[src/apmux_consts.svh]
`ifndef APMUX_CONSTS_SVH
`define APMUX_CONSTS_SVH

// ==========================================================
// pin counts
`define APMUX_LOW_W 16
`define APMUX_UPPER_W 8
`define APMUX_UPPER_BASE 16

// ==========================================================
// upper pin positions, counted from the first upper address pin
`define APMUX_IDX_RX 2
`define APMUX_IDX_TX 3
`define APMUX_IDX_CLK 4
`define APMUX_IDX_CAP_A 5
`define APMUX_IDX_CAP_B 6
`define APMUX_IDX_CAP_C 7

// ==========================================================
// reset values and the select code for address
`define APMUX_RST_OUT 8'h00
`define APMUX_RST_OE 8'h00
`define APMUX_SEL_ADDR 1'b1

`endif

[src/apmux_pkg.sv]
package apmux_pkg;

  // what drives one upper pin
  typedef enum logic [2:0] {
    APMUX_FN_PORT = 3'h0,
    APMUX_FN_ADDR = 3'h1,
    APMUX_FN_S0_TX = 3'h2,
    APMUX_FN_S0_CLK = 3'h3,
    APMUX_FN_SSP_CLK = 3'h4,
    APMUX_FN_SSP_DATA = 3'h5
  } apmux_func_t;

  // alternate output functions and their enables
  typedef struct packed {
    logic serial0_tx_en;
    logic serial0_tx_data;
    logic serial0_clock_en;
    logic serial0_clock_pin;
    logic simple_serial_port_clk_en;
    logic simple_serial_port_clk;
    logic simple_serial_port_data_en;
    logic simple_serial_port_data;
  } apmux_alt_t;

  // inputs handed to the peripherals
  typedef struct packed {
    logic serial0_rx_data;
    logic capture_in_a;
    logic capture_in_b;
    logic capture_in_c;
    logic timer_in_a;
    logic timer_in_b;
  } apmux_periph_t;

  // one upper pin: level, enable
  typedef struct packed {
    logic out;
    logic oe;
  } apmux_drive_t;

endpackage

[src/apmux_pin_mux.sv]
`timescale 1ns/1ns
`include "apmux_consts.svh"

// Summary of operation
// - address bits 0 to 15 always drive their pins as address outputs
// - upper pin drives its address bit when its select bit chooses address
// - upper pin is a port bit when its select bit chooses port
// - serial 0 transmit data takes pin 19 while its output is enabled
// - address or port on pin 19 only with transmit output disabled
// - port on pin 20 needs both clocks off; address needs serial 0 clock off
// - serial 0 clock output overrides port and address on pin 20
// - simple serial data output takes pin 21 while enabled
// - capture inputs a, b, c come from pins 21, 22, 23 always
// - timer inputs a, b come from pins 21 and 22
// - serial 0 receive data comes from pin 18
module apmux_pin_mux (
  input wire logic clk,
  input wire logic rst_n,
  input wire logic [23:0] addr_in,
  input wire logic [`APMUX_UPPER_W-1:0] upper_sel,
  input wire logic [`APMUX_UPPER_W-1:0] port4_data,
  input wire logic [`APMUX_UPPER_W-1:0] port4_dir,
  input wire apmux_pkg::apmux_alt_t alt_in,
  output logic [`APMUX_LOW_W-1:0] low_addr_pins,
  input wire logic [`APMUX_UPPER_W-1:0] upper_pin_in,
  output logic [`APMUX_UPPER_W-1:0] upper_pin_out,
  output logic [`APMUX_UPPER_W-1:0] upper_pin_oe,
  output logic [`APMUX_UPPER_W-1:0] port4_read,
  output apmux_pkg::apmux_periph_t periph_out
);

  typedef struct packed {
    logic [`APMUX_LOW_W-1:0] low_addr;
    logic [`APMUX_UPPER_W-1:0] pin_out;
    logic [`APMUX_UPPER_W-1:0] pin_oe;
    apmux_pkg::apmux_func_t [`APMUX_UPPER_W-1:0] func;
  } apmux_state_t;

  apmux_state_t state_reg;
  apmux_state_t state_next;
  logic [`APMUX_UPPER_W-1:0] pin_sync;

  // ==========================================================
  // function selection per upper pin
  function automatic apmux_pkg::apmux_func_t pick_func(
    input int unsigned idx,
    input logic sel_addr,
    input apmux_pkg::apmux_alt_t alt
  );
    apmux_pkg::apmux_func_t f;
    f = sel_addr ? apmux_pkg::APMUX_FN_ADDR : apmux_pkg::APMUX_FN_PORT;
    if (idx == `APMUX_IDX_TX && alt.serial0_tx_en) begin
      f = apmux_pkg::APMUX_FN_S0_TX;
    end else if (idx == `APMUX_IDX_CLK) begin
      if (alt.serial0_clock_en) begin
        f = apmux_pkg::APMUX_FN_S0_CLK;
      end else if (!sel_addr && alt.simple_serial_port_clk_en) begin
        // address keeps the pin over the simple port clock
        f = apmux_pkg::APMUX_FN_SSP_CLK;
      end
    end else if (idx == `APMUX_IDX_CAP_A && alt.simple_serial_port_data_en) begin
      f = apmux_pkg::APMUX_FN_SSP_DATA;
    end
    return f;
  endfunction

  // level and enable for a chosen function
  function automatic apmux_pkg::apmux_drive_t drive_of(
    input apmux_pkg::apmux_func_t f,
    input logic addr_bit,
    input logic pdata,
    input logic pdir,
    input apmux_pkg::apmux_alt_t alt
  );
    apmux_pkg::apmux_drive_t d;
    d.out = 1'b0;
    d.oe = 1'b1;
    unique case (f)
      apmux_pkg::APMUX_FN_PORT: begin
        d.out = pdata;
        d.oe = pdir;
      end
      apmux_pkg::APMUX_FN_ADDR: begin
        d.out = addr_bit;
      end
      apmux_pkg::APMUX_FN_S0_TX: begin
        d.out = alt.serial0_tx_data;
      end
      apmux_pkg::APMUX_FN_S0_CLK: begin
        d.out = alt.serial0_clock_pin;
      end
      apmux_pkg::APMUX_FN_SSP_CLK: begin
        d.out = alt.simple_serial_port_clk;
      end
      apmux_pkg::APMUX_FN_SSP_DATA: begin
        d.out = alt.simple_serial_port_data;
      end
      default: begin
        // unused codes release the pin
        d.oe = 1'b0;
      end
    endcase
    return d;
  endfunction

  // ==========================================================
  // pin input synchroniser
  // pins arrive from outside the clock domain, so every input
  // function sees the pin two flops late
  apmux_sync #(
    .W(`APMUX_UPPER_W)
  ) u_sync (
    .clk(clk),
    .rst_n(rst_n),
    .async_in(upper_pin_in),
    .sync_out(pin_sync)
  );

  // ==========================================================
  // next state
  always_comb begin
    apmux_pkg::apmux_drive_t d;
    d = '0;
    state_next = state_reg;
    state_next.low_addr = addr_in[`APMUX_LOW_W-1:0];
    for (int unsigned i = 0; i < `APMUX_UPPER_W; i++) begin
      state_next.func[i] = pick_func(i, upper_sel[i] == `APMUX_SEL_ADDR, alt_in);
      d = drive_of(state_next.func[i], addr_in[`APMUX_UPPER_BASE + i],
                   port4_data[i], port4_dir[i], alt_in);
      state_next.pin_out[i] = d.out;
      state_next.pin_oe[i] = d.oe;
    end
  end

  // ==========================================================
  // state register
  // reset releases every upper pin so nothing fights the board
  always_ff @(posedge clk) begin
    if (!rst_n) begin
      state_reg.low_addr <= '0;
      state_reg.pin_out <= `APMUX_RST_OUT;
      state_reg.pin_oe <= `APMUX_RST_OE;
      state_reg.func <= '{default: apmux_pkg::APMUX_FN_PORT};
    end else begin
      state_reg <= state_next;
    end
  end

  // ==========================================================
  // outputs
  assign low_addr_pins = state_reg.low_addr;
  assign upper_pin_out = state_reg.pin_out;
  assign upper_pin_oe = state_reg.pin_oe;
  // port reads see the pin level whatever drives it
  assign port4_read = pin_sync;

  // inputs are tapped regardless of the output function; nothing
  // turns an enabled output driver off while software uses them
  assign periph_out.serial0_rx_data = pin_sync[`APMUX_IDX_RX];
  assign periph_out.capture_in_a = pin_sync[`APMUX_IDX_CAP_A];
  assign periph_out.capture_in_b = pin_sync[`APMUX_IDX_CAP_B];
  assign periph_out.capture_in_c = pin_sync[`APMUX_IDX_CAP_C];
  assign periph_out.timer_in_a = pin_sync[`APMUX_IDX_CAP_A];
  assign periph_out.timer_in_b = pin_sync[`APMUX_IDX_CAP_B];

  logic past_ok;
  logic past_ok2;
  logic [1:0] rst_cnt;
  always_ff @(posedge clk) begin
    if (!rst_n) begin
      rst_cnt <= 2'h0;
    end else if (rst_cnt != 2'h3) begin
      rst_cnt <= rst_cnt + 2'h1;
    end
  end
  assign past_ok = rst_cnt != 2'h0;
  assign past_ok2 = rst_cnt == 2'h3;
endmodule

[src/apmux_sync.sv]
`timescale 1ns/1ns

module apmux_sync #(
  parameter int W = 8
) (
  input wire logic clk,
  input wire logic rst_n,
  input wire logic [W-1:0] async_in,
  output logic [W-1:0] sync_out
);

  typedef struct packed {
    logic [W-1:0] stage1;
    logic [W-1:0] stage2;
  } apmux_sync_state_t;

  apmux_sync_state_t state_reg;
  apmux_sync_state_t state_next;

  // ==========================================================
  // two flops; stage1 is read only by stage2
  always_comb begin
    state_next.stage1 = async_in;
    state_next.stage2 = state_reg.stage1;
  end

  always_ff @(posedge clk) begin
    if (!rst_n) begin
      state_reg <= '0;
    end else begin
      state_reg <= state_next;
    end
  end

  assign sync_out = state_reg.stage2;

endmodule

[config.mk]
export PLATFORM = sky130hd
export DESIGN_NAME = apmux_pin_mux
export DESIGN_NICKNAME = d
export VERILOG_FILES = /design/src/apmux_pkg.sv /design/src/apmux_pin_mux.sv /design/src/apmux_sync.sv
export VERILOG_INCLUDE_DIRS = /design/src
export SDC_FILE = /design/constraint.sdc
export NUM_CORES = 1
export LEC_CHECK = 0
export BUFFER_PORTS_ARGS = -buffer_cell sky130_fd_sc_hd__clkbuf_2
export CAP_MARGIN = 10
export CORE_MARGIN = 2
export CORE_UTILIZATION = 44
export CTS_BUF_LIST = sky130_fd_sc_hd__clkbuf_8
export CTS_CLUSTER_SIZE = 25
export DETAILED_ROUTE_END_ITERATION = 12
export PLACE_DENSITY_LB_ADDON = 0.1
export SETUP_SLACK_MARGIN = 0.15
export SLEW_MARGIN = 5
export SYNTH_ARGS = -nofsm -noshare
export SYNTH_HDL_FRONTEND = slang
export SYNTH_SLANG_ARGS = --single-unit
[constraint.sdc]
create_clock -name clk -period 1.21 [get_ports clk]
set_input_delay 0.0605 -clock clk [delete_from_list [all_inputs] [get_ports clk]]
set_output_delay 0.0605 -clock clk [all_outputs]
set_load 0.01 [all_outputs]
Yosys cells after proc, flatten, opt, wreduce, memory -nomap -nowiden
Cells that the tools add are included.

Eq/ne operators: 40. Mux-type cells: 28. Reduce and logical (&&, ||, !) cells: 18.

Operator list (count): case mux 1 bit (6 select lines) (8); OR reduction 5 bit (8); equality test 1 x 3 -> 1 bit, second input constant (10); logical NOT 3 bit (8); equality test 1 x 2 -> 1 bit, second input constant (10); equality test 3 x 2 -> 1 bit, second input constant (6); equality test 3 bit, second input constant (6); case mux 1 bit (2 select lines) (8); equality test 3 x 1 -> 1 bit, second input constant (3); 2-to-1 mux 3 bit (3); 2-to-1 mux 1 bit (8); equality test 1 bit, second input constant (5); 2-to-1 mux 2 bit (1); logical AND 1 bit (1); logical NOT 1 bit (1).

Register bits: 48.

Longest topological paths before layout
Depth in word-level cells: 7. Depth in mapped cells: 3. Depth with buffers taken out: 2.

Cells and area by module
Synthesis repeated with hierarchy kept, for this count alone.

Cells, all modules: 119. Area, all modules: 1492.7 µm².

By module, submodules not included: apmux_pin_mux (times used 1, cells each 86, area each 1046.0 µm², sequential area each 640.6 µm²); apmux_sync (times used 1, cells each 33, area each 446.7 µm², sequential area each 320.3 µm²).

Least setup slack after synthesis
Ideal clock, no wire load.

Path kind: input to register. Start: input upper_sel[3]. End: register state_reg, in the netlist upper_pin_out[3]. Library setup time: 0.116 ns. Arrival time: 0.550 ns. Required time: 1.094 ns. Setup slack: 0.544 ns. Stages: 2. Path buffers: 0. Path through: mux2_2 > o211a_1.

Word-level cells in the longest chain between the ends: 4. Elaborated cells between the ends (all ways): 9. Those cells by class: eq/ne: 5; mux: 3; reduce/logical: 1.

Ends and longest elaborated chain: from (decl) (RTL line apmux_pin_mux.sv:20) `` input wire logic [`APMUX_UPPER_W-1:0] upper_sel, ``; 2-to-1 mux 1 bit * (RTL line apmux_pin_mux.sv:51) `f = sel_addr ? apmux_pkg::APMUX_FN_ADDR : apmux_pkg::APMUX_FN_PORT;`; 2-to-1 mux 2 bit * (RTL line apmux_pin_mux.sv:52) `` if (idx == `APMUX_IDX_TX && alt.serial0_tx_en) begin ``; equality test 3 bit (tied with other cells) (RTL line apmux_pin_mux.sv:78) `unique case (f)`; case mux 1 bit (6 select lines) * (RTL line apmux_pin_mux.sv:78); to (signal assigned) (RTL line apmux_pin_mux.sv:145) `state_reg <= state_next;`; to (decl) (RTL line apmux_pin_mux.sv:39) `apmux_state_t state_reg;`.

Every way passes the cells marked *; elsewhere a longest branch is shown, timed or not. A chain may end at the register's enable or synchronous reset.

Final worst setup path
Start: register u_sync.state_reg, in the netlist u_sync.sync_out[6]. End: output periph_out[0] in the netlist's numbering.

RTL lines: from (decl) (RTL line apmux_sync.sv:17) `apmux_sync_state_t state_reg;`; from (signal assigned) (RTL line apmux_sync.sv:31) `state_reg <= state_next;`; to (decl) (RTL line apmux_pin_mux.sv:29) `output apmux_pkg::apmux_periph_t periph_out`.

No word-level cell between the ends.

==> impl_metrics.env <==
export IMPL_status="completed"
export IMPL_ir_drop_mv=1.04
export IMPL_skew_ps=0.629
export IMPL_crit_path_top_delay_cell="dfxtp_1"
export IMPL_dieArea_um2=3840
export IMPL_final_nets=326
export IMPL_clockBufferDepth=2
export IMPL_post_cts_setup_buffers=0
export IMPL_muxShareOfSynthArea_pct=5.59
export IMPL_worst_setup_path_start_kind="flip-flop"
export IMPL_critPathMaxFanout=3
export IMPL_netlist_area_um2=1480
export IMPL_yosysSeqAreaShare_pct=65.0
export IMPL_synth_area_per_cell_um2=12.3
export IMPL_synth_compound_area_share_pct=6.69
export IMPL_synth_simple_area_share_pct=18.0
export IMPL_cp_end_kind="output pin"
export IMPL_clkSinkCount=48
export IMPL_vias=1285
export IMPL_die_w_um=62.0
export IMPL_synth_top_family_by_area="simple AND/OR/NAND/NOR gates"
export IMPL_register_area_um2=961
export IMPL_cp_cell_sequence="clkbuf_2"
export IMPL_multi_input_area_um2=448
export IMPL_slew_headroom_pct=88.1
export IMPL_viasPerCell=4.19
export IMPL_core_area_um2=3280
export IMPL_rsz0062_at_grt="false"
export IMPL_grt_pass1_vias=1178
export IMPL_final_area_um2=2450
export IMPL_synth_fa_ha_area_share_pct=0
export IMPL_finalWirelength_um=3340
export IMPL_chipHeight_um=62.0
export IMPL_setup_viol=0
export IMPL_min_period_ps=862
export IMPL_syn_inst=120
export IMPL_htree_levels=2
export IMPL_drtIter0Drc=18
export IMPL_grt_pass1_wl_um=4740
export IMPL_wl_per_cell_um=10.9
export IMPL_slew_violations=0
export IMPL_cp_buffers_inverters=1
export IMPL_grt_max_degree=32
export IMPL_cts_buffers=5
export IMPL_grt_use_total_pct=17.4
export IMPL_gp_congestion=0.644
export IMPL_slowest_delay_ps=370
export IMPL_path_delay_family="flip-flops"
export IMPL_antenna_found_initial=0
export IMPL_yosys_cell_types_count=17
export IMPL_ys_ff_latch=48
export IMPL_min_period_over_period_pct=71.2
export IMPL_p_leak_nw=1.26
export IMPL_ys_warn_count=0
export IMPL_min_delay_start="upper_sel[0]"
export IMPL_worstHoldPathType="in -> reg"
export IMPL_drive_above_1_share_pct=47.1
export IMPL_hold_viol=0
export IMPL_cts_tree="built"
export IMPL_powerDensity_nw_per_um2=1300
export IMPL_hold_slack_ps=8.37
export IMPL_maxClockFrequency_mhz=1160
export IMPL_criticalPathCategory="reg -> out"
export IMPL_io_pins=112
export IMPL_place_ws_ps=417
export IMPL_post_dp_cell_area_um2=2040
export IMPL_n_antenna_cell=0
export IMPL_clk_latency_ps=280
export IMPL_synth_xor_xnor_area_share_pct=0
export IMPL_drv_cap=0
export IMPL_nFillCells=232
export IMPL_final_setup_worst_slack_ps=348
export IMPL_drc=0
export IMPL_rows=21
export IMPL_synth_nets=186
export IMPL_cp_arrival_ps=800
export IMPL_portBuffers=111
export IMPL_finalSetupTns_ps=0
export IMPL_critPathLaunch="u_sync.sync_out[6]"
export IMPL_r2r_start="u_sync.state_next[5]"
export IMPL_area_growth_pct=66.1
export IMPL_clock_tree_root_cell="clkbuf_8"
export IMPL_dr_pass1_iters=4
export IMPL_clk_pin_slew_ps=80
export IMPL_overflow=0
export IMPL_start_util_pct=45.0
export IMPL_tightest_slew_ps=174
export IMPL_final_antenna_net_count=0
export IMPL_required_ps=1150
==> metal layers <==
layer  share of wire (%)  wire length (µm)  track usage [%]  vias to the layer above
met2                  57              1900             34.5                       60
met1                  35              1160             15.8                      560
met3                 7.4               248             5.38                        4
li1                    -                 -                -                      661
met5                   0                 0                0                        -
met4                0.87                29             7.29                        0
==> report_power, final <==
part	internal (mW)	total, mW	switching, mW
registers	1.67	1.69	0.0231
clock network	0.604	1.07	0.469
logic	0.258	0.426	0.168
total	2.53	3.19	0.660
==> cell usage in the layout, fill, tap and decap left out, drive strengths merged <==
cell / n
dfxtp: 48
nand3: 1
o41a: 1
nand4b: 1
mux2i: 6
inv: 1
o211ai: 1
buf: 2
dlygate4sd3: 31
o31a: 2
nand2b: 2
o211a: 2
nor2b: 5
bufinv: 1
and2: 32
or3b: 1
mux2: 2
clkinv: 1
clkbuf: 116
o21a: 5
==> worst paths after layout <==
kind / endpoint / slack [ps] / cells after the start
worst max-delay path: periph_out[0] / 350 / 1
worst min-delay path: upper_pin_oe[0] / 8 / 2
worst max register to register: u_sync.sync_out[5] / 670 / 1
worst min register to register: u_sync.sync_out[6] / 440 / 1
==> state kept, by name, indices dropped and copies added, names as in the netlist <==
signal             count
low_addr_pins         16
u_sync.state_next      8
u_sync.sync_out        8
upper_pin_oe           8
upper_pin_out          8
==> cell type report <==
class	instances	area share, %
clock buffer	5	2.80
clock inverter	3	1.58
multi-input combinational	61	18.2
sequential	48	39.1
tap	46	2.34
timing repair buffer	144	35.9
==> per-stage QoR <==
| step | util [%] | power [mW] | instances |
|---|---|---|---|
| after floorplan | - | 1.88 | 120 |
| after global placement | 62.0 | 2.06 | 268 |
| final | 74.7 | 3.19 | 307 |
| after global routing | 74.7 | 3.36 | 307 |
| after detailed placement | 62.0 | 2.08 | 268 |
| after CTS | 74.7 | 3.23 | 307 |
==> cell usage after synthesis <==
library cell  number  area, µm²
o41a_1             1       11.3
o211a_1            2       20.0
nand3_1            1       5.00
buf_2              1       5.00
o211ai_2           1       12.5
nand4b_1           1       8.76
o31a_1             2       17.5
mux2i_1            6       60.1
nand2b_1           2       12.5
dfxtp_1           48        961
nor2b_1            5       31.3
or3b_1             1       8.76
o21a_1             5       37.5
mux2_2             2       22.5
buf_4              7       52.6
and2_1            32        200
clkbuf_1           3       11.3
==> repair_timing <==
item | 4_1_cts | 5_1_grt
hold buffers | 31 | 0
resized for setup | 0 | 0
endpoints found under the hold margin | 31 | 0
==> cells by family after synthesis <==
group / after synthesis
and+or+nand+nor: 42
AOI/OAI and AO/OA: 11
DFF: 48
buffers and inverters: 11
muxes: 8
(Power assumes the default switching activity.)
